File: src/design/ccc_consts.vh
// Register map, field positions and mode codes of the capture and compare channel pair.
`ifndef CCC_CONSTS_VH
`define CCC_CONSTS_VH
// ------------------------------------------------------------
// Register byte addresses
// ------------------------------------------------------------
`define CCC_ADR_CAP_CTRL 8'h00
`define CCC_ADR_CAP_DATA 8'h04
`define CCC_ADR_CMP_CTRL 8'h08
`define CCC_ADR_CMP_PRI 8'h0c
`define CCC_ADR_CMP_SEC 8'h10
`define CCC_ADR_STATUS 8'h14
// ------------------------------------------------------------
// Field positions
// ------------------------------------------------------------
`define CCC_BIT_SIDL 13
`define CCC_BIT_CAP_TMR 7
`define CCC_BIT_CPI_HI 6
`define CCC_BIT_CPI_LO 5
`define CCC_BIT_CAP_OV 4
`define CCC_BIT_CAP_BNE 3
`define CCC_BIT_FLT 4
`define CCC_BIT_CMP_TSEL 3
`define CCC_BIT_STS_CAPIRQ 0
`define CCC_BIT_STS_CMPIRQ 1
`define CCC_BIT_STS_PIN 2
// ------------------------------------------------------------
// Capture modes
// ------------------------------------------------------------
`define CCC_CM_OFF 3'h0
`define CCC_CM_EDGE 3'h1
`define CCC_CM_FALL 3'h2
`define CCC_CM_RISE 3'h3
`define CCC_CM_RISE4 3'h4
`define CCC_CM_RISE16 3'h5
`define CCC_CM_WAKE 3'h7
// ------------------------------------------------------------
// Compare modes
// ------------------------------------------------------------
`define CCC_OM_OFF 3'h0
`define CCC_OM_SETHI 3'h1
`define CCC_OM_SETLO 3'h2
`define CCC_OM_TOGGLE 3'h3
`define CCC_OM_ONESHOT 3'h4
`define CCC_OM_PULSES 3'h5
`define CCC_OM_PWM 3'h6
`define CCC_OM_PWMF 3'h7
// ------------------------------------------------------------
// Sizes and counts
// ------------------------------------------------------------
`define CCC_FIFO_DEPTH 3'h4
`define CCC_PRE4_LAST 4'h3
`define CCC_PRE16_LAST 4'hf
`endif

File: src/design/ccc_capture_compare.v
// Timer-based input capture channel and output compare channel with a Wishbone register slave.
//
// The placing of the registers and the Wishbone interface to the registers were chosen for this implementation.
`include "ccc_consts.vh"

module ccc_capture_compare (
  // Clock and reset.
  input wire clk_i,
  input wire rst_i,
  // Wishbone slave.
  input wire cyc_i,
  input wire stb_i,
  input wire we_i,
  input wire [7:0] adr_i,
  input wire [3:0] sel_i,
  input wire [31:0] dat_i,
  output reg [31:0] dat_o,
  output reg ack_o,
  // Time bases and power state.
  input wire [15:0] timer_a_count_i,
  input wire [15:0] timer_b_count_i,
  input wire cpu_idle_i,
  input wire cpu_sleep_i,
  // Pins.
  input wire capture_input_pin_i,
  input wire compare_fault_input_i,
  input wire port_data_i,
  output reg compare_output_pin_o,
  // Event pulses.
  output reg capture_irq_o,
  output reg compare_irq_o
);

  // ------------------------------------------------------------
  // Functions
  // ------------------------------------------------------------
  // Byte-lane merge used by the compare control, primary and secondary registers.
  function [15:0] ccc_merge;
    input [15:0] old;
    input [31:0] wd;
    input [3:0] sel;
    begin
      ccc_merge = {sel[1] ? wd[15:8] : old[15:8], sel[0] ? wd[7:0] : old[7:0]};
    end
  endfunction

  // ------------------------------------------------------------
  // Registers and state
  // ------------------------------------------------------------
  reg cap_sidl;
  reg cap_tsel;
  reg [1:0] cap_cpi;
  reg [2:0] cap_mode;
  reg cap_ov;
  reg cmp_sidl;
  reg cmp_tsel;
  reg [2:0] cmp_mode;
  reg cmp_flt;
  reg [15:0] pri_val;
  reg [15:0] sec_val;
  // Capture buffer. The count is one bit wider than the pointers so that a full
  // buffer and an empty one never look alike.
  reg [15:0] fifo_mem [0:3];
  reg [1:0] wr_ptr;
  reg [1:0] rd_ptr;
  reg [2:0] fifo_cnt;
  // Edge detectors start at the idle level of their pin, so no false edge follows reset.
  reg pin_q;
  reg flt_q;
  reg [3:0] pre_cnt;
  reg [1:0] irq_cnt;
  reg cmp_done;
  reg cmp_out;
  reg cap_irq_flag;
  reg cmp_irq_flag;

  // Bus decode. The registered ack masks the second cycle of the same strobe,
  // so a request held until its answer is taken exactly once.
  wire bus_req = cyc_i & stb_i & ~ack_o;
  wire bus_wr = bus_req & we_i;
  wire bus_rd = bus_req & ~we_i;
  wire wr_cap = bus_wr & (adr_i == `CCC_ADR_CAP_CTRL);
  wire wr_cmp = bus_wr & (adr_i == `CCC_ADR_CMP_CTRL);
  wire rd_data = bus_rd & (adr_i == `CCC_ADR_CAP_DATA);
  wire rd_status = bus_rd & (adr_i == `CCC_ADR_STATUS);

  // ------------------------------------------------------------
  // Capture event detection
  // ------------------------------------------------------------
  wire cap_run = ~(cap_sidl & cpu_idle_i);
  // Rise and fall are seen at the first edge that samples the new pin level, against the held level.
  wire rise = capture_input_pin_i & ~pin_q;
  wire fall = ~capture_input_pin_i & pin_q;
  // The timer value is taken at the same edge that sees the pin change.
  wire [15:0] cap_time = cap_tsel ? timer_a_count_i : timer_b_count_i;
  wire fifo_empty = (fifo_cnt == 3'h0);
  wire fifo_full = (fifo_cnt == `CCC_FIFO_DEPTH);
  reg cap_evt;

  // Select the edge kind that makes a capture event.
  always @* begin
    cap_evt = 1'b0;
    case (cap_mode)
      `CCC_CM_EDGE: cap_evt = rise | fall;
      `CCC_CM_FALL: cap_evt = fall;
      `CCC_CM_RISE: cap_evt = rise;
      `CCC_CM_RISE4: cap_evt = rise & (pre_cnt[1:0] == `CCC_PRE4_LAST);
      `CCC_CM_RISE16: cap_evt = rise & (pre_cnt == `CCC_PRE16_LAST);
      default: cap_evt = 1'b0;
    endcase
    cap_evt = cap_evt & cap_run;
  end

  // A value taken while the buffer is full is lost; the overflow flag records it.
  wire cap_push = cap_evt & ~fifo_full;
  wire cap_pop = rd_data & ~fifo_empty;
  // Wake mode only flags rising edges while the CPU sleeps or idles.
  wire wake_evt = (cap_mode == `CCC_CM_WAKE) & rise & (cpu_sleep_i | cpu_idle_i);
  // The interrupt counter restarts on every capture control write, so a new
  // ratio never inherits a partial count from the old one.
  wire cpi_hit = cap_evt & (irq_cnt == cap_cpi);

  // Capture datapath: prescaler, FIFO, overflow and interrupt counting.
  always @(posedge clk_i) begin
    if (rst_i) begin
      pin_q <= 1'b0;
      pre_cnt <= 4'h0;
      irq_cnt <= 2'h0;
      wr_ptr <= 2'h0;
      rd_ptr <= 2'h0;
      fifo_cnt <= 3'h0;
      cap_ov <= 1'b0;
    end else begin
      pin_q <= capture_input_pin_i;
      if (wr_cap) begin
        pre_cnt <= 4'h0;
        irq_cnt <= 2'h0;
      end else if (rise & cap_run) begin
        pre_cnt <= pre_cnt + 4'h1;
      end
      if (cap_evt & ~wr_cap) begin
        irq_cnt <= cpi_hit ? 2'h0 : irq_cnt + 2'h1;
      end
      if (cap_push) begin
        fifo_mem[wr_ptr] <= cap_time;
        wr_ptr <= wr_ptr + 2'h1;
      end
      if (cap_pop) begin
        rd_ptr <= rd_ptr + 2'h1;
      end
      // A push and a pop in one cycle leave the count unchanged.
      fifo_cnt <= fifo_cnt + {2'h0, cap_push} - {2'h0, cap_pop};
      // A full FIFO drops the new value; the flag clears once emptied or mode off.
      if (cap_evt & fifo_full) begin
        cap_ov <= 1'b1;
      end else if ((fifo_empty & ~cap_push) | (cap_mode == `CCC_CM_OFF)) begin
        cap_ov <= 1'b0;
      end
    end
  end

  // ------------------------------------------------------------
  // Compare channel
  // ------------------------------------------------------------
  // Matches are gated by the idle halt, so a stopped channel never moves its pin on a match
  // and never raises a match event, even while its time base keeps counting.
  wire cmp_run = ~(cmp_sidl & cpu_idle_i);
  wire [15:0] cmp_time = cmp_tsel ? timer_b_count_i : timer_a_count_i;
  wire hit_pri = cmp_run & (cmp_time == pri_val);
  wire hit_sec = cmp_run & (cmp_time == sec_val);
  wire flt_fall = ~compare_fault_input_i & flt_q;
  // The old value is rebuilt at full register width so the idle bit keeps its position.
  wire [15:0] next_ctrl = ccc_merge({2'h0, cmp_sidl, 9'h000, cmp_tsel, cmp_mode}, dat_i, sel_i);
  wire [2:0] next_mode = next_ctrl[2:0];
  // Limitation: the PWM period is taken as the wrap of the selected time base to zero.
  wire pwm_init = (pri_val != 16'h0000);
  reg next_out;
  reg next_done;
  reg cmp_evt;

  // Next output level per mode; writes of the control register re-initialise the pin, except in toggle mode, which keeps its level.
  always @* begin
    next_out = cmp_out;
    next_done = cmp_done;
    cmp_evt = 1'b0;
    // A control write takes priority over a match in the same cycle; the time
    // base is expected to be stopped then, so no match is lost in practice.
    if (wr_cmp) begin
      next_done = 1'b0;
      case (next_mode)
        `CCC_OM_SETLO: next_out = 1'b1;
        `CCC_OM_TOGGLE: next_out = cmp_out;
        `CCC_OM_PWM: next_out = pwm_init;
        `CCC_OM_PWMF: next_out = pwm_init;
        default: next_out = 1'b0;
      endcase
    end else begin
      case (cmp_mode)
        `CCC_OM_SETHI: begin
          if (hit_pri & ~cmp_out) begin
            next_out = 1'b1;
            cmp_evt = 1'b1;
          end
        end
        `CCC_OM_SETLO: begin
          if (hit_pri & cmp_out) begin
            next_out = 1'b0;
            cmp_evt = 1'b1;
          end
        end
        `CCC_OM_TOGGLE: begin
          if (hit_pri) begin
            next_out = ~cmp_out;
            cmp_evt = 1'b1;
          end
        end
        `CCC_OM_ONESHOT: begin
          if (~cmp_done & ~cmp_out & hit_pri) begin
            next_out = 1'b1;
          end else if (cmp_out & hit_sec) begin
            next_out = 1'b0;
            next_done = 1'b1;
            cmp_evt = 1'b1;
          end
        end
        `CCC_OM_PULSES: begin
          if (~cmp_out & hit_pri) begin
            next_out = 1'b1;
          end else if (cmp_out & hit_sec) begin
            next_out = 1'b0;
            cmp_evt = 1'b1;
          end
        end
        `CCC_OM_PWM, `CCC_OM_PWMF: begin
          // Period restarts the pulse; secondary value ends it.
          if (cmp_run & (cmp_time == 16'h0000)) begin
            next_out = pwm_init;
          end else if (hit_sec) begin
            next_out = 1'b0;
          end
          if ((cmp_mode == `CCC_OM_PWMF) & (cmp_flt | ~compare_fault_input_i)) begin
            next_out = 1'b0;
          end
          cmp_evt = (cmp_mode == `CCC_OM_PWMF) & flt_fall;
        end
        default: next_out = cmp_out;
      endcase
    end
  end

  // Compare state and fault latch; only a control write clears the fault.
  always @(posedge clk_i) begin
    if (rst_i) begin
      cmp_out <= 1'b0;
      cmp_done <= 1'b0;
      flt_q <= 1'b1;
      cmp_flt <= 1'b0;
    end else begin
      flt_q <= compare_fault_input_i;
      cmp_out <= next_out;
      cmp_done <= next_done;
      // A fault still present at a control write keeps the flag: the set wins.
      if ((cmp_mode == `CCC_OM_PWMF) & ~compare_fault_input_i) begin
        cmp_flt <= 1'b1;
      end else if (wr_cmp) begin
        cmp_flt <= 1'b0;
      end
    end
  end

  // ------------------------------------------------------------
  // Pins and event outputs
  // ------------------------------------------------------------
  // The pin follows the port latch when disabled so software keeps control of it.
  always @(posedge clk_i) begin
    if (rst_i) begin
      compare_output_pin_o <= 1'b0;
      capture_irq_o <= 1'b0;
      compare_irq_o <= 1'b0;
    end else begin
      compare_output_pin_o <= (cmp_mode == `CCC_OM_OFF) ? port_data_i : next_out;
      capture_irq_o <= cpi_hit | wake_evt;
      compare_irq_o <= cmp_evt;
    end
  end

  // ------------------------------------------------------------
  // Register slave
  // ------------------------------------------------------------
  // Control writes; sticky event bits in the status register, set wins over clear.
  always @(posedge clk_i) begin
    if (rst_i) begin
      cap_sidl <= 1'b0;
      cap_tsel <= 1'b0;
      cap_cpi <= 2'h0;
      cap_mode <= 3'h0;
      cmp_sidl <= 1'b0;
      cmp_tsel <= 1'b0;
      cmp_mode <= 3'h0;
      pri_val <= 16'h0000;
      sec_val <= 16'h0000;
      cap_irq_flag <= 1'b0;
      cmp_irq_flag <= 1'b0;
    end else begin
      // Each byte lane updates only the fields that live in it.
      if (wr_cap) begin
        cap_sidl <= sel_i[1] ? dat_i[`CCC_BIT_SIDL] : cap_sidl;
        cap_tsel <= sel_i[0] ? dat_i[`CCC_BIT_CAP_TMR] : cap_tsel;
        cap_cpi <= sel_i[0] ? dat_i[`CCC_BIT_CPI_HI:`CCC_BIT_CPI_LO] : cap_cpi;
        cap_mode <= sel_i[0] ? dat_i[2:0] : cap_mode;
      end
      if (wr_cmp) begin
        cmp_sidl <= next_ctrl[`CCC_BIT_SIDL];
        cmp_tsel <= next_ctrl[`CCC_BIT_CMP_TSEL];
        cmp_mode <= next_mode;
      end
      if (bus_wr & (adr_i == `CCC_ADR_CMP_PRI)) begin
        pri_val <= ccc_merge(pri_val, dat_i, sel_i);
      end
      if (bus_wr & (adr_i == `CCC_ADR_CMP_SEC)) begin
        sec_val <= ccc_merge(sec_val, dat_i, sel_i);
      end
      // Sticky event bits: an event in the cycle of a status read survives it.
      cap_irq_flag <= (cpi_hit | wake_evt) | (cap_irq_flag & ~rd_status);
      cmp_irq_flag <= cmp_evt | (cmp_irq_flag & ~rd_status);
    end
  end

  // Single-wait answer: ack one cycle after the request, dropped the next cycle.
  always @(posedge clk_i) begin
    if (rst_i) begin
      ack_o <= 1'b0;
      dat_o <= 32'h00000000;
    end else begin
      // Read data is zero outside the answer, so a stray sample shows nothing.
      ack_o <= bus_req;
      dat_o <= 32'h00000000;
      if (bus_rd) begin
        case (adr_i)
          `CCC_ADR_CAP_CTRL: dat_o <= {16'h0000, 2'h0, cap_sidl, 5'h00, cap_tsel, cap_cpi,
            cap_ov, ~fifo_empty, cap_mode};
          // An empty buffer reads zero rather than a word that was never written.
          `CCC_ADR_CAP_DATA: dat_o <= {16'h0000, fifo_empty ? 16'h0000 : fifo_mem[rd_ptr]};
          `CCC_ADR_CMP_CTRL: dat_o <= {16'h0000, 2'h0, cmp_sidl, 8'h00, cmp_flt, cmp_tsel,
            cmp_mode};
          `CCC_ADR_CMP_PRI: dat_o <= {16'h0000, pri_val};
          `CCC_ADR_CMP_SEC: dat_o <= {16'h0000, sec_val};
          `CCC_ADR_STATUS: dat_o <= {29'h00000000, compare_output_pin_o, cmp_irq_flag,
            cap_irq_flag};
          default: dat_o <= 32'h00000000;
        endcase
      end
    end
  end

endmodule

File: config.mk
export PLATFORM = sky130hd
export DESIGN_NAME = ccc_capture_compare
export DESIGN_NICKNAME = d
export VERILOG_FILES = /design/src/design/ccc_capture_compare.v
export VERILOG_INCLUDE_DIRS = /design/src /design/src/design
export SDC_FILE = /design/constraint.sdc
export NUM_CORES = 1
export LEC_CHECK = 0
export ABC_AREA = 1
export BUFFER_PORTS_ARGS = -buffer_cell sky130_fd_sc_hd__buf_2
export CAP_MARGIN = 15
export CORE_ASPECT_RATIO = 0.7
export CORE_MARGIN = 5
export CORE_UTILIZATION = 59
export CTS_BUF_LIST = sky130_fd_sc_hd__clkbuf_8
export CTS_CLUSTER_SIZE = 25
export DETAILED_ROUTE_END_ITERATION = 16
export PLACE_DENSITY = 0.83
export SYNTH_ARGS = -nofsm -noshare
export SYNTH_HDL_FRONTEND = slang
export SYNTH_SLANG_ARGS = --single-unit
File: constraint.sdc
create_clock -name clk_i -period 2.7 [get_ports clk_i]
set_input_delay 0.27 -clock clk_i [delete_from_list [all_inputs] [get_ports clk_i]]
set_output_delay 0.27 -clock clk_i [all_outputs]
set_load 0.005 [all_outputs]
### After elaboration in Yosys (flattened, before gate mapping)

Memories as Yosys holds them, arrays and structs flattened. A register that Yosys moved wholly into a read port is not among the register bits.
Cells that the tools add are included.

| operators by class | value |
|---|---|
| add/subtract/negate cells | 6 |
| equal/unequal tests | 28 |
| mux-type cells | 39 |
| bitwise logic cells | 63 |
| reduce and logical (&&, ||, !) cells | 23 |

Operators by type and width:

| operator | count |
|---|---|
| $pmux 16 s6 | 1 |
| $mux 16 | 3 |
| $and 1x1->1 | 40 |
| $eq 16x16->1 | 2 |
| $eq 3x3->1 const B | 10 |
| $mux 1 | 25 |
| $eq 3x2->1 const B | 6 |
| $eq 8x4->1 const B | 2 |
| $eq 8x5->1 const B | 2 |
| $logic_not 16->1 | 1 |
| $not 1->1 | 16 |
| $reduce_and 2->1 | 8 |
| $reduce_bool 16->1 | 1 |
| $pmux 1 s6 | 2 |
| $mux 2 | 5 |
| $reduce_or 2->1 | 5 |
| $logic_not 3->1 | 3 |
| $eq 8x3->1 const B | 1 |
| $logic_not 8->1 | 1 |
| $or 1x1->1 | 7 |
| $add 2x1->2 const B | 3 |
| $eq 3x1->1 const B | 2 |
| $reduce_bool 2->1 | 3 |
| $pmux 1 s5 | 1 |
| other kinds (9) | 9 |

| storage, ports and cells | value |
|---|---|
| register bits | 101 |
| bits in writable memories | 64 |
| input bits | 86 |
| word-level logic and storage cells | 189 |
| memories | 1 |

Memory list:

| memory | depth | bits a word | read ports | clocked after Yosys merged registers in | write ports | line | source |
|---|---|---|---|---|---|---|---|
| fifo_mem | 4 | 16 | 1 | 1 | 1 | ccc_capture_compare.v:63 | `reg [15:0] fifo_mem [0:3];` |

### Depth between registers and ports, before layout

Gate-level depths: netlist (run 1).

| logic depth | value |
|---|---|
| word-level depth | 11 |
| gate-level depth with buffers | 20 |
| depth with buffers taken out | 19 |

### Least setup slack after synthesis (run 1)

OpenSTA, ideal clock, no wires.

| timing | value |
|---|---|
| path type | input-to-reg |
| start point | in capture_input_pin_i |
| end point | reg fifo_cnt[2] |
| library setup time | 0.070 ns |
| data arrival time | 2.436 ns |
| data required time | 2.630 ns |
| setup slack | 0.195 ns |
| stages | 16 |
| cell sequence | inv_1 -> ha_1 -> o32ai_1 -> nand2_1 -> o211ai_1 -> nand2_1 -> nor2_1 -> inv_1 -> ha_1 -> inv_1 -> ha_1 -> inv_1 -> fa_1 -> inv_1 -> o21ai_0 -> a21oi_1 |

| on the way | value |
|---|---|
| cells in the longest elaborated chain, start to end | 8 |

Ends and longest elaborated chain:

| what | line | source |
|---|---|---|
| start: declaration | ccc_capture_compare.v:25 | `input wire capture_input_pin_i,` |
| $not 1->1 | ccc_capture_compare.v:93 | `wire fall = ~capture_input_pin_i & pin_q;` |
| $and 1x1->1 | ccc_capture_compare.v:93 |  |
| $or 1x1->1 | ccc_capture_compare.v:104 | `` `CCC_CM_EDGE: cap_evt = rise \| fall; `` |
| $pmux 1 s5 (*) | ccc_capture_compare.v:103 | `case (cap_mode)` |
| $and 1x1->1 (*) | ccc_capture_compare.v:111 | `cap_evt = cap_evt & cap_run;` |
| $and 1x1->1 (*) | ccc_capture_compare.v:115 | `wire cap_push = cap_evt & ~fifo_full;` |
| $add 3x1->3 (*) | ccc_capture_compare.v:152 | `fifo_cnt <= fifo_cnt + {2'h0, cap_push} - {2'h0, cap_pop};` |
| $sub 3x1->3 (*) | ccc_capture_compare.v:152 |  |
| end signal: assignment | ccc_capture_compare.v:152 |  |
| end: declaration | ccc_capture_compare.v:66 | `reg [2:0] fifo_cnt;` |

Every way passes the cells marked *; elsewhere a longest branch is shown, timed or not.
A chain may end at the register's enable or synchronous reset.

### Worst setup path after layout (run 1)

| timing | value |
|---|---|
| start point | reg cmp_tsel |
| end point | reg compare_output_pin_o |

| on the way | value |
|---|---|
| cells in the longest elaborated chain, start to end | 9 |

Ends and longest elaborated chain:

| what | line | source |
|---|---|---|
| start: declaration | ccc_capture_compare.v:56 | `reg cmp_tsel;` |
| start signal: assignment | ccc_capture_compare.v:314 | `` cmp_tsel <= next_ctrl[`CCC_BIT_CMP_TSEL]; `` |
| $mux 16 (*) | ccc_capture_compare.v:168 | `wire [15:0] cmp_time = cmp_tsel ? timer_b_count_i : timer_a_count_i;` |
| $eq 16x16->1 | ccc_capture_compare.v:170 | `wire hit_sec = cmp_run & (cmp_time == sec_val);` |
| $and 1x1->1 | ccc_capture_compare.v:170 |  |
| $mux 1 / $and 1x1->1 (equally long branches) | ccc_capture_compare.v:238, ccc_capture_compare.v:220, ccc_capture_compare.v:229 |  |
| $mux 1 (on tied branches) | ccc_capture_compare.v:236, ccc_capture_compare.v:220, ccc_capture_compare.v:229 |  |
| $mux 1 (on tied branches) | ccc_capture_compare.v:241, ccc_capture_compare.v:218, ccc_capture_compare.v:227 |  |
| $pmux 1 s6 (*) | ccc_capture_compare.v:198 | `case (cmp_mode)` |
| $mux 1 (*) | ccc_capture_compare.v:188 | `if (wr_cmp) begin` |
| $mux 1 (*) | ccc_capture_compare.v:281 | `` compare_output_pin_o <= (cmp_mode == `CCC_OM_OFF) ? port_data_i : next_out; `` |
| end signal: assignment | ccc_capture_compare.v:281 |  |
| end: declaration | ccc_capture_compare.v:28 | `output reg compare_output_pin_o,` |

Marks and branches as above.

==> impl_metrics.toml, run 1 <==
[finish]
final_util = 0.692
final_cell_area_mm2 = 0.00850
multiInputGateArea_mm2 = 0.00311
final_cell_count_no_fill = 1200
final.fill_count = 1020
antenna_cells = 0
nets = 1125
drive_gt1_frac = 0.161
seq_area_mm2 = 0.00367
area.growth.synth_to_final_pct = 15.7

[sta]
fmax_mhz = 384
setup_viol = 0
fin_crit_sh = 0.964
period_minus_slack_ns = 2.60
holdWs_ns = 0.0789
slew_viol_final = 0
tightest_slew_ns = 0.632
finalHoldViolCount = 0
clock_skew_ns = 0.0119
slew-limit-headroom = 0.577

[worst_setup_path]
critPathTopFamily = "simple AND/OR/NAND/NOR gates"
worstPathMaxFanout = 13
cp.buffers_inverters = 3
cpMaxStageDelayCell = "dfxtp_4"
crit_chain = "buf_8 > nand2_1 > nand2_1 > xor2_1 > o21ai_0 > nor2_2 > and3_1 > inv_1 > ha_1 > o21ai_0 > o211ai_1 > a21oi_1 > nand2_1 > nand2_1 > nand3_1 > nand2_1 > inv_1"
start_kind = "register"
crit_path_end_kind = "register"
r2r_slack_ns = 0.1
arrival_ns = 2.97
worstPathRequired_ns = 3.07
slowest_delay_ns = 0.39
crit_type = "reg -> reg"
cpMostUsedCell = "nand2_1"

[run_status]
outcome = "complete, no violations"

[logic_synthesis]
ys_ff_latch = 151
synth_commonest_cells = "208 x nand2_1, 111 x inv_1, 87 x dfxtp_1, 87 x o21ai_0, 81 x nor2_1"
synth_area_leader_cell = "edfxtp_1"
ys_warn_count = 0
synth_area_leaders = "edfxtp_1 26%, dfxtp_1 24%, nand2_1 11%"
synth_top_area_frac = 0.261
yosysSeqAreaShare = 0.498
netlist_instances = 923
synth_edf_count = 64
synth.avg_cell_area_um2 = 7.97
synthArstFlopShare = 0
synth_cell_types = 40
synth_ff_type = "dfxtp_1"
synth_area_mm2 = 0.00735
synth_most_common_cell = "nand2_1"

[placement]
hpwl_um = 15300
placed_cells = 1168
placed_area_mm2 = 0.00805
port_buffers = 87
gp_congestion = 0.948

[routing]
via_count = 6832
wl_um = 21200
route.detailed.drc = 0
via_per_inst = 5.69
drtPass1Iterations = 6
ant_nets = 0
drt_iter0_drc = 820
wl_per_cell_um = 17.7

[run]
drv_cap = 0

[clocking]
path_clk_slew_ns = 0.09
cts_setup_buffers = 0
cts_inserted_buffers = 17
clock_latency_ns = 0.46
clockBufferDepth = 2
cts_hold_buf = 0
clockRootBuffer = "clkbuf_8"
cts_sinks = 151
cts_max_level = 4
ctsResizeCount = 0
cts_tree = "done"

[pwr]
ir_drop_mv = 0.353
p_leak_nw = 3.46
powerDensity_mw_per_mm2 = 517

[global_route]
grt.overflow.total = 0
grt_pass1_wl_um = 33000
gr-usage-all-layers = 0.291
antenna_found_initial = 0
grt_pass1_vias = 6487
grt_max_degree = 53

[floorplanning]
core_mm2 = 0.0123
num_rows = 34
die_w_um = 143
num_io_pins = 122
initial_core_util = 0.598
die-area_mm2 = 0.0148
die_h_um = 103

[worst_hold_path]
hold_class = "in -> reg"
through the flow:
| step | setup TNS [ns] | total power [mW] | setup WS (ns) |
|---|---|---|---|
| final | 0 | 4.40 | 0.0969 |
| after CTS | 0 | 4.39 | 0.0359 |
| after global placement | 0 | 2.65 | 0.0731 |
| after detailed placement | -0.0621 | 2.66 | -0.0621 |
| after global routing | -0.0410 | 4.54 | -0.0409 |
| after floorplan | 0 | 2.57 | 0.195 |
sequential cells by signal, summed over array words and instances (netlist names), 2 cells and up, named ones only:
signal / flops
pre_cnt: 4
pri_val: 16
fifo_mem: 64
cap_mode: 3
cap_cpi: 2
cmp_mode: 3
sec_val: 16
dat_o: 16
irq_cnt: 2
rd_ptr: 2
fifo_cnt: 3
wr_ptr: 2
kinds of logic (layout without fill, tap and decap cells):
family	count (synthesis)	in the layout	synth area share
simple gates	368	368	0.209
compound gates	219	219	0.163
buf+inv	159	259	0.0921
flops	151	151	0.498
fa+ha+maj	14	14	0.0248
xor+xnor	11	11	0.0131
other cells	1	16	0.000510
cell usage in the layout (no fill, tap or decap), types with 2 or more instances in the layout:
cell,instances
nor2_2,5
edfxtp_1,64
nand4_1,10
clkinvlp_4,3
ha_1,12
xor2_1,9
a221oi_1,7
clkbuf_8,17
xnor2_1,2
o22ai_1,29
dfxtp_1,84
nand3_2,2
inv_6,7
nand2_1,208
inv_1,110
conb_1,16
buf_12,4
a31oi_1,6
o211ai_1,4
a21oi_1,79
nand3_1,41
buf_4,22
nor4_1,4
nor2_1,76
buf_2,87
or2_2,3
dfxtp_2,2
o21ai_1,2
bufinv_16,2
clkinv_4,2
o21ai_0,86
nand2_2,3
nor3_1,11
nand3b_1,2
clkinv_1,2
cell type report:
class | instances | area share
clock buffer | 17 | 0.0275
tap | 162 | 0.0238
inverter | 113 | 0.0505
multi-input combinational | 628 | 0.365
clock inverter | 15 | 0.0197
sequential | 151 | 0.432
timing repair buffer | 114 | 0.0818
worst min-delay path, stage by stage:
cell and delay [ns]:
buf_2 0.12, inv_1 0.07, nor2_1 0.04
power by group:
part	total, mW	internal [mW]	switching [mW]
clock	1.77	0.843	0.931
sequential	2.38	2.38	0.00407
combinational	0.239	0.0813	0.158
final timing paths:
path                                           from                   end  cells past startpoint
worst max-delay path                       cmp_tsel  compare_output_pin_o                     17
worst min-delay path            capture_input_pin_i                 pin_q                      3
worst max register to register             cmp_tsel  compare_output_pin_o                     17
worst min register to register            rd_ptr[1]              register                      2
routing by layer:
metal  wire (um)  up-vias  global-route usage
li1            -     3267                   -
met2        9310      414               0.456
met4         485        0              0.0890
met3        2510       49              0.0731
met5           0        -                   0
met1        8930     3102               0.404
No activity file was read; power rests on OpenSTA's default activity.
==> run 2: changes to the inputs <==
--- a/config.mk
+++ b/config.mk
@@ -10,12 +10,12 @@
 export BUFFER_PORTS_ARGS = -buffer_cell sky130_fd_sc_hd__buf_2
 export CAP_MARGIN = 15
 export CORE_ASPECT_RATIO = 0.7
-export CORE_MARGIN = 5
-export CORE_UTILIZATION = 59
+export CORE_MARGIN = 3
+export CORE_UTILIZATION = 50
 export CTS_BUF_LIST = sky130_fd_sc_hd__clkbuf_8
 export CTS_CLUSTER_SIZE = 25
 export DETAILED_ROUTE_END_ITERATION = 16
-export PLACE_DENSITY = 0.83
+export PLACE_DENSITY = 0.72
 export SYNTH_ARGS = -nofsm -noshare
 export SYNTH_HDL_FRONTEND = slang
 export SYNTH_SLANG_ARGS = --single-unit
==> impl_metrics.toml, run 2 (synthesized netlist as in run 1, its figures left out) <==
[run_status]
outcome = "complete, no violations"

[placement]
gp_congestion = 0.963
dp_slack_ns = 0.00326
port_buffers = 87
hpwl_um = 15300

[clocking]
cts_max_level = 4
clockBufferDepth = 2
clockRootBuffer = "clkbuf_8"
cts_tree = "done"
path_clk_slew_ns = 0.10
clock_latency_ns = 0.46
cts_inserted_buffers = 17
cts_hold_buf = 0
cts_sinks = 151

[pwr]
p_int_mw = 3.22
switching_share = 0.256
seqPwrFrac = 0.551
ir_drop_mv = 0.304
pwr-share-comb = 0.055
clkPwrFrac = 0.393
powerDensity_mw_per_mm2 = 507
p_leak_nw = 3.46
switchingPower_mw = 1.11

[finish]
largest_register_ffs = 64
top_register = "fifo_mem"
final_common_cell = "nand2_1"
drive_gt1_frac = 0.164
area.growth.synth_to_final_pct = 16.0
antenna_cells = 0
nets = 1127
most-common-layout-cells = "208 x nand2_1, 108 x inv_1, 87 x buf_2"

[routing]
via_count = 6564
wl_um = 20500
drtPass1Iterations = 7
route.detailed.drc = 0
wl_per_cell_um = 16.6
ant_nets = 0
via_per_inst = 5.34
drt_iter0_drc = 765

[worst_setup_path]
crit_path_start = "pin_q"
slowest_delay_ns = 0.52
cpMostUsedCell = "ha_1"
critPathTopFamily = "adder cells"
worstReg2RegStart = "pin_q"
crit_type = "reg -> reg"
worstPathMaxFanout = 2
cp.buffers_inverters = 3
crit_chain = "ha_1 > o32ai_2 > nand2_1 > o211ai_1 > nand2_1 > nor2_2 > inv_2 > ha_1 > inv_1 > ha_1 > inv_1 > fa_2 > nor2_1"
worstPathRequired_ns = 3.04
arrival_ns = 2.87
start_kind = "register"
crit_path_end_kind = "register"
cpMaxStageDelayCell = "fa_2"

[sta]
grt_setup_unrepaired = "false"
clock_skew_ns = 0.0144
tns_ns = 0
fin_ws_ns = 0.173
fin_crit_sh = 0.936
slew-limit-headroom = 0.551
finalHoldViolCount = 0
fmax_mhz = 396
setup_viol = 0
tightest_slew_ns = 0.671
slew_viol_final = 0
period_minus_slack_ns = 2.53

[global_route]
antenna_found_initial = 0
grt_pass1_wl_um = 31700
grt_pass1_vias = 5909
grt_max_degree = 38
gr-usage-all-layers = 0.255
grt.overflow.total = 0

[worst_hold_path]
hold_class = "in -> reg"
worstHoldStart = "compare_fault_input_i"

[floorplanning]
die-area_mm2 = 0.0162
core_mm2 = 0.0141
initial_core_util = 0.520
num_rows = 36
num_io_pins = 122
die_w_um = 151
die_h_um = 107

[run]
drv_cap = 0
-- run 2: cell types whose count changed in the layout (fill, tap and decap cells not counted), moves of 2 or more --
cell | previous run | this run
inv_2 | 1 | 3
nor2_2 | 5 | 2
buf_4 | 22 | 24
clkinv_4 | 2 | 0
nor2_1 | 76 | 79
inv_1 | 110 | 108
dfxtp_2 | 2 | 4
-- run 2: path summary, 6_finish.rpt --
kind | to | slack (ns) | cells past startpoint
max reg2reg | fifo_cnt[1] | 0.17 | 13
max | fifo_cnt[1] | 0.17 | 13
min | flt_q | 0.04 | 3
min reg2reg | rd_ptr[1] | 0.47 | 2
-- run 2: power groups by stage --
stage	Clock [mW]	Sequential (mW)	Combinational, mW
2_1_floorplan	0	2.43	0.134
3_3_place_gp	0	2.43	0.226
3_5_place_dp	0	2.43	0.228
4_1_cts	1.72	2.38	0.229
5_1_grt	1.82	2.38	0.268
6_report	1.70	2.38	0.239
-- run 2: worst register-to-register path: stages, from the launching register on --
cell	delay, ns
dfxtp_2	0.34
ha_1	0.28
o32ai_2	0.24
nand2_1	0.08
o211ai_1	0.09
nand2_1	0.11
nor2_2	0.16
inv_2	0.05
ha_1	0.28
inv_1	0.05
ha_1	0.13
inv_1	0.05
fa_2	0.52
nor2_1	0.04
-- run 2: final cells by class --
type / instances / area, um^2
repair buffers: 116 / 707
clock inverters: 15 / 143
fillers: 1293 / 5620
clock buffers: 17 / 234
flip-flops and latches: 151 / 3670
well taps: 190 / 238
inverters: 113 / 429
multi-input cells: 628 / 3110
-- run 2: timing repair --
| item | CTS | global route |
|---|---|---|
| setup buffers | 0 | 2 |
| endpoints found under the setup margin | 0 | 6 |
| resized for setup | 0 | 21 |
-- run 2: through the flow --
step | total power [mW] | cell area, um^2 | hold slack (ns) | utilization | cells
5_1_grt | 4.47 | 8530 | 0.0348 | 0.603 | 1230
3_3_place_gp | 2.66 | 8080 | 0.448 | 0.571 | 1196
6_report | 4.32 | 8530 | 0.0408 | 0.603 | 1230
2_1_floorplan | 2.57 | 7410 | 0.349 | - | 938
3_5_place_dp | 2.66 | 8080 | 0.455 | 0.571 | 1196
4_1_cts | 4.33 | 8460 | 0.0298 | 0.598 | 1228
-- run 2: routing by layer --
metal / vias up / global-route usage / wire length, um
met5: - / 0 / 0
met4: 0 / 0.0712 / 312
met3: 25 / 0.0568 / 2210
met2: 329 / 0.354 / 8330
met1: 2944 / 0.397 / 9610
li1: 3266 / - / -
